### src/design/omd_pkg.sv
package omd_pkg;
   localparam int ADDR_W = 16;
   localparam int PADDR_W = 8;
   // Register indices; byte address is four times the index
   localparam logic [7:0] IDX_PRIO = 8'h3C;
   localparam logic [7:0] IDX_INIT = 8'h3D;
   localparam logic [7:0] IDX_EEPLACE = 8'h3E;
   localparam logic [7:0] IDX_CONFIG = 8'h3F;
   localparam logic [7:0] ADR_PRIO = {IDX_PRIO[5:0], 2'b00};
   localparam logic [7:0] ADR_INIT = {IDX_INIT[5:0], 2'b00};
   localparam logic [7:0] ADR_EEPLACE = {IDX_EEPLACE[5:0], 2'b00};
   localparam logic [7:0] ADR_CONFIG = {IDX_CONFIG[5:0], 2'b00};
   // Field positions
   localparam int CFG_EE_ENABLE = 0;
   localparam int CFG_ROM_PRESENT = 1;
   localparam int CFG_ROM_HIGH = 3;
   localparam int INIT_RAM_LSB = 4;
   localparam int INIT_REG_LSB = 0;
   localparam int EEPLACE_LSB = 4;
   localparam int PRIO_BOOT = 7;
   localparam int PRIO_SMOD = 6;
   localparam int PRIO_MDA = 5;
   // Values after reset
   localparam logic [7:0] INIT_RST = 8'h00;
   localparam logic [7:0] EEPLACE_RST = 8'h00;
   localparam logic [7:0] CONFIG_NV_DEFAULT = 8'h0B;
   // Map offsets within a 4-Kbyte page
   localparam logic [11:0] REG_END = 12'h07F;
   localparam logic [11:0] RAM_SAME_LO = 12'h080;
   localparam logic [11:0] RAM_SAME_END_S = 12'h37F;
   localparam logic [11:0] RAM_SAME_END_L = 12'h47F;
   localparam logic [11:0] RAM_DIFF_END_S = 12'h2FF;
   localparam logic [11:0] RAM_DIFF_END_L = 12'h3FF;
   localparam logic [11:0] EE_LO = 12'hD80;
   // Absolute addresses
   localparam logic [15:0] BOOT_LO = 16'hBE00;
   localparam logic [15:0] BOOT_HI = 16'hBFFF;
   localparam logic [15:0] ROM_S_HIGH_LO = 16'hA000;
   localparam logic [15:0] ROM_S_LOW_LO = 16'h2000;
   localparam logic [15:0] ROM_S_LOW_HI = 16'h7FFF;
endpackage

### src/design/omd_wr_if.sv
`timescale 1ns/1ps
interface omd_wr_if;
   logic wr;
   logic [7:0] wdata;
   logic special;
   logic force_en;
   logic [7:0] force_set;
   logic [7:0] force_clr;
   modport src (output wr, wdata, special, force_en, force_set, force_clr);
   modport dst (input wr, wdata, special, force_en, force_set, force_clr);
endinterface

### src/design/omd_wonce_reg.sv
`timescale 1ns/1ps
module omd_wonce_reg #(
   parameter logic [7:0] RST_VAL = 8'h00
) (
   input wire logic clk_sys,
   input wire logic rst,
   input wire logic rst_cell,
   omd_wr_if.dst w,
   output logic [7:0] q,
   output logic written
);
   import omd_pkg::*;

   logic [7:0] q_r;
   logic written_r;
   logic take;

   // Normal mode: first write only; special mode: every write
   assign take = w.wr && (w.special || !written_r);

   // Cell content; rst_cell may differ from system reset
   always_ff @(posedge clk_sys or posedge rst_cell) begin
      if (rst_cell) begin
         q_r <= RST_VAL;
      end else if (w.force_en) begin
         q_r <= (q_r | w.force_set) & ~w.force_clr;
      end else if (take) begin
         q_r <= w.wdata;
      end
   end

   always_ff @(posedge clk_sys or posedge rst) begin
      if (rst) begin
         written_r <= 1'b0;
      end else if (w.wr) begin
         written_r <= 1'b1;
      end
   end

   assign q = q_r;
   assign written = written_r;
endmodule // omd_wonce_reg

### src/design/omd_map_decoder.sv
`timescale 1ns/1ps
module omd_map_decoder #(
   parameter bit LARGE_VARIANT = 1'b0
) (
   input wire logic clk_sys,
   input wire logic rst,
   input wire logic nv_por,
   input wire logic mode_select_a_input,
   input wire logic mode_select_b_input,
   input wire logic [omd_pkg::PADDR_W-1:0] paddr,
   input wire logic psel,
   input wire logic penable,
   input wire logic pwrite,
   input wire logic [31:0] pwdata,
   output logic [31:0] prdata,
   output logic pready,
   output logic pslverr,
   input wire logic [omd_pkg::ADDR_W-1:0] cpu_addr,
   output logic sel_regblk,
   output logic sel_ram,
   output logic sel_boot,
   output logic sel_eeprom,
   output logic sel_rom,
   output logic sel_ext
);
   import omd_pkg::*;

   // ------------------------------------------------------------
   // Mode latch
   // ------------------------------------------------------------
   logic latched_r;
   logic force_r;
   logic smod_r;
   logic mda_r;
   logic boot_vis_r;

   // Pins are caught on the first edge after reset release
   always_ff @(posedge clk_sys or posedge rst) begin
      if (rst) begin
         latched_r <= 1'b0;
      end else begin
         latched_r <= 1'b1;
      end
   end

   always_ff @(posedge clk_sys or posedge rst) begin
      if (rst) begin
         force_r <= 1'b0;
      end else begin
         force_r <= !latched_r;
      end
   end

   // ------------------------------------------------------------
   // APB slave
   // ------------------------------------------------------------
   logic setup;
   logic wr_acc;
   logic hit_prio;
   logic hit_init;
   logic hit_eeplace;
   logic hit_cfg;
   logic mapped;
   logic [7:0] rd_mux;
   logic [31:0] prdata_r;
   logic [7:0] init_q;
   logic [7:0] eeplace_q;
   logic [7:0] cfg_q;
   logic [7:0] prio_q;

   assign setup = psel && !penable;
   assign wr_acc = psel && penable && pwrite;
   assign hit_prio = (paddr == ADR_PRIO);
   assign hit_init = (paddr == ADR_INIT);
   assign hit_eeplace = (paddr == ADR_EEPLACE);
   assign hit_cfg = (paddr == ADR_CONFIG);
   assign mapped = hit_prio || hit_init || hit_eeplace || hit_cfg;
   assign pready = 1'b1;
   assign pslverr = psel && penable && !mapped;

   always_comb begin
      rd_mux = 8'h00;
      if (hit_prio) begin
         rd_mux = prio_q;
      end else if (hit_init) begin
         rd_mux = init_q;
      end else if (hit_eeplace) begin
         rd_mux = eeplace_q;
      end else if (hit_cfg) begin
         rd_mux = cfg_q;
      end
   end

   // Read data captured in the setup cycle
   always_ff @(posedge clk_sys or posedge rst) begin
      if (rst) begin
         prdata_r <= 32'h0000_0000;
      end else if (setup) begin
         prdata_r <= {24'h00_0000, rd_mux};
      end
   end

   assign prdata = prdata_r;

   // ------------------------------------------------------------
   // Mode bits
   // ------------------------------------------------------------
   // Special mode when mode B low; mode A picks expanded
   always_ff @(posedge clk_sys or posedge rst) begin
      if (rst) begin
         smod_r <= 1'b0;
      end else if (!latched_r) begin
         smod_r <= !mode_select_b_input;
      end else if (wr_acc && hit_prio && !pwdata[PRIO_SMOD]) begin
         smod_r <= 1'b0;
      end
   end

   always_ff @(posedge clk_sys or posedge rst) begin
      if (rst) begin
         mda_r <= 1'b0;
      end else if (!latched_r) begin
         mda_r <= mode_select_a_input;
      end else if (wr_acc && hit_prio && smod_r) begin
         mda_r <= pwdata[PRIO_MDA];
      end
   end

   always_ff @(posedge clk_sys or posedge rst) begin
      if (rst) begin
         boot_vis_r <= 1'b0;
      end else if (!latched_r) begin
         boot_vis_r <= !mode_select_b_input && !mode_select_a_input;
      end else if (!smod_r) begin
         boot_vis_r <= 1'b0;
      end else if (wr_acc && hit_prio) begin
         boot_vis_r <= pwdata[PRIO_BOOT];
      end
   end

   assign prio_q = {boot_vis_r, smod_r, mda_r, 5'b0_0000};

   // ------------------------------------------------------------
   // Placement and option registers
   // ------------------------------------------------------------
   logic single_chip;
   logic test_mode;
   logic [7:0] cfg_set;
   logic [7:0] cfg_clr;

   assign single_chip = !smod_r && !mda_r;
   assign test_mode = smod_r && mda_r;

   always_comb begin
      cfg_set = 8'h00;
      cfg_clr = 8'h00;
      if (single_chip) begin
         cfg_set[CFG_ROM_PRESENT] = 1'b1;
         cfg_set[CFG_ROM_HIGH] = 1'b1;
      end
      if (test_mode) begin
         cfg_clr[CFG_ROM_PRESENT] = 1'b1;
      end
   end

   logic init_done;
   omd_wr_if init_w ();
   omd_wr_if eeplace_w ();
   omd_wr_if cfg_w ();

   assign init_w.wr = wr_acc && hit_init;
   assign init_w.wdata = pwdata[7:0];
   assign init_w.special = smod_r;
   assign init_w.force_en = 1'b0;
   assign init_w.force_set = 8'h00;
   assign init_w.force_clr = 8'h00;

   assign eeplace_w.wr = wr_acc && hit_eeplace;
   assign eeplace_w.wdata = pwdata[7:0];
   assign eeplace_w.special = smod_r;
   assign eeplace_w.force_en = 1'b0;
   assign eeplace_w.force_set = 8'h00;
   assign eeplace_w.force_clr = 8'h00;

   assign cfg_w.wr = wr_acc && hit_cfg;
   assign cfg_w.wdata = pwdata[7:0];
   assign cfg_w.special = smod_r;
   assign cfg_w.force_en = force_r;
   assign cfg_w.force_set = cfg_set;
   assign cfg_w.force_clr = cfg_clr;

   omd_wonce_reg #(.RST_VAL(INIT_RST)) u_init (
      .clk_sys(clk_sys),
      .rst(rst),
      .rst_cell(rst),
      .w(init_w),
      .q(init_q),
      .written(init_done)
   );

   omd_wonce_reg #(.RST_VAL(EEPLACE_RST)) u_eeplace (
      .clk_sys(clk_sys),
      .rst(rst),
      .rst_cell(rst),
      .w(eeplace_w),
      .q(eeplace_q),
      .written()
   );

   // Option cells reset to CONFIG_NV_DEFAULT only by power-on, not by system reset
   omd_wonce_reg #(.RST_VAL(CONFIG_NV_DEFAULT)) u_cfg (
      .clk_sys(clk_sys),
      .rst(rst),
      .rst_cell(nv_por),
      .w(cfg_w),
      .q(cfg_q),
      .written()
   );

   // ------------------------------------------------------------
   // Address decode
   // ------------------------------------------------------------
   logic [3:0] ram_pg;
   logic [3:0] reg_pg;
   logic [3:0] ee_pg;
   logic [3:0] a_pg;
   logic [11:0] a_off;
   logic rom_on;
   logic rom_hi;
   logic ee_on;
   logic hit_reg;
   logic hit_ram;
   logic hit_boot;
   logic hit_ee;
   logic hit_rom;
   logic [11:0] ram_same_end;
   logic [11:0] ram_diff_end;

   assign ram_pg = init_q[INIT_RAM_LSB +: 4];
   assign reg_pg = init_q[INIT_REG_LSB +: 4];
   assign ee_pg = eeplace_q[EEPLACE_LSB +: 4];
   assign a_pg = cpu_addr[15:12];
   assign a_off = cpu_addr[11:0];
   assign rom_on = cfg_q[CFG_ROM_PRESENT];
   assign rom_hi = cfg_q[CFG_ROM_HIGH];
   assign ee_on = cfg_q[CFG_EE_ENABLE];
   assign ram_same_end = LARGE_VARIANT ? RAM_SAME_END_L : RAM_SAME_END_S;
   assign ram_diff_end = LARGE_VARIANT ? RAM_DIFF_END_L : RAM_DIFF_END_S;

   // Placement at reset is page 0 for both; mode plays no part
   assign hit_reg = (a_pg == reg_pg) && (a_off <= REG_END);

   always_comb begin
      hit_ram = 1'b0;
      if (a_pg == ram_pg) begin
         if (ram_pg == reg_pg) begin
            hit_ram = (a_off >= RAM_SAME_LO) && (a_off <= ram_same_end);
         end else begin
            hit_ram = (a_off <= ram_diff_end);
         end
      end
   end

   assign hit_boot = smod_r && boot_vis_r
                  && (cpu_addr >= BOOT_LO) && (cpu_addr <= BOOT_HI);

   // Any page allowed, including the vector page
   assign hit_ee = ee_on && (a_pg == ee_pg) && (a_off >= EE_LO);

   always_comb begin
      hit_rom = 1'b0;
      if (rom_on) begin
         if (LARGE_VARIANT) begin
            hit_rom = rom_hi ? cpu_addr[15] : !cpu_addr[15];
         end else if (rom_hi) begin
            hit_rom = (cpu_addr >= ROM_S_HIGH_LO);
         end else begin
            hit_rom = mda_r && !smod_r && (cpu_addr >= ROM_S_LOW_LO)
                   && (cpu_addr <= ROM_S_LOW_HI);
         end
      end
   end

   // ------------------------------------------------------------
   // Select outputs
   // ------------------------------------------------------------
   logic sel_reg_r;
   logic sel_ram_r;
   logic sel_boot_r;
   logic sel_ee_r;
   logic sel_rom_r;
   logic sel_ext_r;

   always_ff @(posedge clk_sys or posedge rst) begin
      if (rst) begin
         sel_reg_r <= 1'b0;
         sel_ram_r <= 1'b0;
         sel_boot_r <= 1'b0;
         sel_ee_r <= 1'b0;
         sel_rom_r <= 1'b0;
         sel_ext_r <= 1'b0;
      end else begin
         sel_reg_r <= hit_reg;
         sel_ram_r <= hit_ram && !hit_reg;
         sel_boot_r <= hit_boot && !hit_reg && !hit_ram;
         sel_ee_r <= hit_ee && !hit_reg && !hit_ram && !hit_boot;
         sel_rom_r <= hit_rom && !hit_reg && !hit_ram && !hit_boot && !hit_ee;
         sel_ext_r <= mda_r && !(hit_reg || hit_ram || hit_boot
                      || hit_ee || hit_rom);
      end
   end

   assign sel_regblk = sel_reg_r;
   assign sel_ram = sel_ram_r;
   assign sel_boot = sel_boot_r;
   assign sel_eeprom = sel_ee_r;
   assign sel_rom = sel_rom_r;
   assign sel_ext = sel_ext_r;
endmodule // omd_map_decoder

### config.mk
export PLATFORM = sky130hd
export DESIGN_NAME = omd_map_decoder
export DESIGN_NICKNAME = d
export VERILOG_FILES = /design/src/design/omd_pkg.sv /design/src/design/omd_wr_if.sv /design/src/design/omd_wonce_reg.sv /design/src/design/omd_map_decoder.sv
export SDC_FILE = /design/constraint.sdc
export NUM_CORES = 1
export LEC_CHECK = 0
export BUFFER_PORTS_ARGS = -buffer_cell sky130_fd_sc_hd__buf_2
export CORE_ASPECT_RATIO = 0.5
export CORE_UTILIZATION = 40
export CTS_BUF_LIST = sky130_fd_sc_hd__clkbuf_4
export DETAILED_ROUTE_END_ITERATION = 10
export HOLD_SLACK_MARGIN = 0.05
export PLACE_DENSITY_LB_ADDON = 0.1
export SYNTH_ARGS = -nofsm -noshare
export SYNTH_HDL_FRONTEND = slang
export SYNTH_SLANG_ARGS = --single-unit
### constraint.sdc
create_clock -name clk_sys -period 2.05 [get_ports clk_sys]
set_clock_uncertainty 0.05 [all_clocks]
set_input_delay 0.3075 -clock clk_sys [delete_from_list [all_inputs] [get_ports clk_sys]]
set_output_delay 0.3075 -clock clk_sys [all_outputs]
set_load 0.05 [all_outputs]
# Yosys cells after proc, flatten, opt, wreduce, memory -nomap -nowiden
# Index checks and enable logic that the tools add are counted.
# W data, S select, Z words.
[word_totals]
regBits = 46
input_bits = 64
output_inout_bits = 40
word_cells = 125
[op_classes]
n_lt_le_gt_ge = 10
n_eq_ne = 11
mux = 19
n_bitwise = 3
reduce_logical = 64
[op_table]
columns = ["operator", "count"]
rows = [
  ["$mux W8", 6],
  ["$logic_and A1 B1 Y1", 37],
  ["$eq A8 B8 Y1 const B", 4],
  ["$ge A16 B16 Y1 const B", 2],
  ["$le A12 B10 Y1 const B", 2],
  ["$eq A4 B4 Y1", 4],
  ["$ge A16 B14 Y1 const B", 1],
  ["$le A16 B15 Y1 const B", 1],
  ["$le A16 B16 Y1 const B", 1],
  ["$logic_not A1 Y1", 16],
  ["$mux W1", 13],
  ["$ge A12 B12 Y1 const B", 1],
  ["$ge A12 B8 Y1 const B", 1],
  ["$le A12 B7 Y1 const B", 1],
  ["$logic_or A1 B1 Y1", 10],
  ["$and A8 B8 Y8", 1],
  ["$not A2 Y8", 1],
  ["$or A8 B4 Y8", 1],
  ["$ne A2 B1 Y1 const B", 2],
  ["$ne A3 B2 Y1 const B", 1],
  ["$reduce_bool A2 Y1", 1],
]

# Logic depth before layout (Yosys ltp)
[logic_depth]
ltp_word = 10
depth_mapped = 6
ltp_nobuf = 5

# Modules after synthesis
# A second synthesis with hierarchy kept.
[hier_totals]
cells_unflattened = 333
area_unflattened_um2 = 3049.2
[modules_own_cells]
columns = ["mod", "instances", "cells_per_inst", "area_each_um2", "seq_area_each_um2"]
rows = [
  ["omd_map_decoder", 1, 159, 1427.6, 475.5],
  ["omd_wonce_reg at u_eeplace ...", 2, 58, 539.3, 225.2],
  ["omd_wonce_reg at u_cfg", 1, 58, 543.0, 229.0],
]

# Worst setup path after synthesis
# No wires, ideal clock.
[synth_timing]
path_type = "input to output"
start = "in paddr[1] (netlist bit)"
end = "out pslverr"
arrival_ps = 1335
required_time_ps = 1692
path_slack_ps = 357
cell_stages = 4
path_buffers = 1
path_cell_list = "or2_4 or2_2 clkbuf_1 and3_1"
[synth_via]
elab_chain_len = 6
elab_cells_between_ends = 9
classes_between = "eq/ne: 4; reduce/logical: 5"
[synth_lines]
columns = ["element", "line", "text"]
rows = [
  ["start, declared", "omd_map_decoder.sv:10", "input wire logic [omd_pkg::PADDR_W-1:0] paddr,"],
  ["$eq A8 B8 Y1, on equally long branches", "omd_map_decoder.sv:73, omd_map_decoder.sv:74", ""],
  ["$logic_or A1 B1 Y1 (2 in series)", "omd_map_decoder.sv:77", "assign mapped = hit_prio || hit_init || hit_eeplace || hit_cfg;"],
  ["$logic_or A1 B1 Y1 (*)", "omd_map_decoder.sv:77", ""],
  ["$logic_not A1 Y1 (*)", "omd_map_decoder.sv:79", "assign pslverr = psel && penable && !mapped;"],
  ["$logic_and A1 B1 Y1 (*)", "omd_map_decoder.sv:79", ""],
  ["end, declared", "omd_map_decoder.sv:17", "output logic pslverr,"],
]
# Mark *: on every way between the ends. The rest lies on a longest branch, timed or not.

# Worst setup path after layout
# Same ends and word-level chain as after synthesis.

==> key figures <==
Outcome
  • Status: finished clean

Cells and area
  • Area delta synth->final: 14.9%
  • Final Core Density: 50.0%
  • Layout Nets: 340
  • Layout cell share with drive strength beyond 1: 37.9%
  • Diode count: 0
  • Finished Layout Cells: 361

Place
  • Placed Cells: 351
  • Post-DP HPWL: 4260 um
  • I/O Buffers: between 40 and 50
  • GP Congestion: 0.816

Job
  • Max-Cap Viols: 0

Die
  • CORE AREA: 5730 um2
  • Die width: around 110 um
  • Die area: 6570 um2
  • Initial Util: 43.5%
  • # rows: 19
  • Die Ht: 57.8 um
  • Num ports: 104

Timing
  • Tcrit/Tclk final: a little under 90%
  • FMAX: 0.559 GHz
  • Min cycle time layout: between 1500 and 2000 ps
  • Setup TNS: 0 ps
  • Setup Viol. Count Final: 0
  • Slew @ Worst Pin: about 560 ps
  • Slew headroom: around 63%
  • Final Max Tran Viols: 0
  • RSZ-0062 raised after global routing: no
  • Fin. Hold Viols: 0

Setup path
  • Critical-path top delay cell: or2_2
  • Crit-path most repeated cell: buf_2
  • Crit. End Element: primary output
  • CP Data Required Time: about 1700 ps
  • Largest stage delay on the critical path: 360 ps
  • Crit path cell chain: buf_2 > or2_4 > or2_2 > and3_1 > buf_2
  • Critical Path Source Type: input pin
  • CP delay by family, top: simple AND/OR/NAND/NOR gates
  • Crit Path Category: in -> out
  • WP data arrival: 1430 ps
  • WP buf/inv: 2
  • Crit Path Max Fanout: 7

Logic synthesis
  • Post-synthesis sequential area ratio: 46.4%
  • Unique cell type count in the Yosys netlist: 42
  • Top_reg_cell synth: dfrtp_1
  • Syn. warnings: 0
  • Cell area after synthesis: 2490 um2
  • FF+latch count, synth: 46
  • Most common cell in the synthesized netlist: dfrtp_1
  • Area leader, netlist: dfrtp_1
  • Synth top area cells: dfrtp_1 43%, mux2_2 13%, buf_4 7.5%
  • Mapped Cells: 221
  • Post-synth top area share: between 40% and 50%
  • Post-synth ARST share: 100%
  • Mapped Avg Cell Area: 11.3 um2
  • Most frequent cells after synthesis: 43 x dfrtp_1, 29 x mux2_2, 25 x buf_4
  • Post-synth EDFFs: 0

Clocking
  • Total CTS buffers: 5
  • Clock-pin slew on the worst setup and hold paths: 130 ps
  • CTS sink cnt: 46
  • CTS tree: done
  • Worst-skew pair later-pin latency: between 300 and 400 ps
  • Post-CTS Resized: 0
  • CTS root buffer: clkbuf_4
  • Max clock buf depth: 2
  • H-tree depth: 2

Route
  • Avg WL per Cell: 15.3 um
  • Vias post-DR: 1766
  • Via-to-Cell Ratio: roughly 4.9
  • DR iter-0 viols: 66
  • DRC: 0
  • Routed Antenna Nets: 0
  • Drt first pass iters: 4
  • DRT Wirelength: 5530 um

Global route
  • Tot GR Track Use: 18.7%
  • Gr ovfl total: 0
  • Vias in the first global route: ~1700
  • Largest net degree at the start of global routing: 39
  • Global-route wire length before repair: 8980 um
  • Initial antenna violation count: 0

Pwr
  • Comb pwr share: 17.1%
  • Pleak: 1.50 nW
  • Clock power share: 30.7%
  • Power Internal: ~1.3 mW
  • VDD IR max: 0.257 mV
  • P per Cell Area: 642 nW/um2
  • P_sw: 0.549 mW
  • Reg power frac: between 50% and 60%
  • Switching share of power: 29.9%

Hold path
  • Hold WC Path Type: in -> reg
## power groups by stage
stage | combinational (mW) | sequential, mW | clock (mW)
floorplan | 0.251 | 0.984 | 0
global placement | 0.308 | 0.976 | 0
detailed placement | 0.311 | 0.977 | 0
CTS | 0.314 | 0.959 | 0.574
global route | 0.339 | 0.965 | 0.614
finish | 0.313 | 0.959 | 0.564
## logic make-up after synthesis
| logic type | synth area share, % |
|---|---|
| other | 0.301 |
| AND/OR/NAND/NOR | 13.1 |
| flip-flops | 46.4 |
| XOR/XNOR | 5.63 |
| buffers and inverters | 9.54 |
| AO/OA/AOI/OAI | 8.49 |
| multiplexers | 16.6 |
## repair_timing
item / in CTS / in global routing
buffers inserted: 0 / 0
hold buffers: 2 / 0
hold endpoints to repair: 43 / 0
## sequential cells by signal (all words and copies together) (netlist names), 8 cells and up
register,count
u_init.q,8
u_cfg.q,8
prdata,8
u_eeplace.q,8
## through the flow
stage / power [mW] / hold slack [ps] / setup WS, ps / area, um2
detailed placement: 1.29 / 226 / 251 / 2760
CTS: 1.85 / 58.1 / 252 / 2860
finish: 1.84 / 69.1 / 261 / 2860
global route: 1.92 / 55.3 / 112 / 2860
global placement: 1.28 / 224 / 250 / 2760
floorplan: 1.24 / 71.0 / 357 / 2580
## final timing paths
path / startpoint / end / slack (ps) / cells after the start
worst max-delay path: paddr[1] / pslverr / 260 / 5
worst min-delay path: mode_select_b_input / boot_vis_r / 70 / 2
worst max register to register: u_init.q[7] / prdata[7] / 290 / 3
worst min register to register: u_cfg.written / u_cfg.written / 430 / 1
max in group asynchronous: rst / sel_boot / 1080 / 4
min in group asynchronous: nv_por / u_cfg.q[7] / 370 / 3
## cell usage in the layout (no fill, tap or decap), types with 2 or more instances in the layout
master,n
buf_2,47
dfrtp_1,43
mux2_2,29
conb_1,26
nand2_1,17
xor2_1,9
xnor2_1,7
nor2_1,6
a22o_1,6
inv_1,6
clkbuf_4,6
nor4_1,5
o21ai_0,5
buf_4,5
nand3_1,4
nor3_1,4
nand2b_1,4
nand4_1,3
nor2b_1,3
mux4_2,3
a21oi_1,3
a22oi_1,3
dfstp_2,3
nand3_4,2
a21o_2,2
or3_1,2
o211ai_1,2
and3_1,2
mux2i_1,2
dlygate4sd3_1,2
## metal layers
metal	vias up	share of wire (%)	GRT usage, %
li1	835	-	-
met1	844	54	29.5
met2	77	38	25.3
met3	10	6.3	4.18
met4	0	1.5	5.45
met5	-	0	0
## layout make-up
type                            count  area [um2]
Fill cell                         531        2870
Multi-Input combinational cell    162        1190
Sequential cell                    46        1150
Timing Repair Buffer               55         313
Tap cell                           84         105
Clock buffer                        6        45.0
Clock inverter                      2        33.8
Inverter                            6        22.5
## worst register-to-register path, stage by stage (launching register included)
cell and delay (ps):
dfrtp_1 460, or3_2 450, mux4_2 500, a22o_1 200
Note: power is estimated with default switching activity, not from simulation.
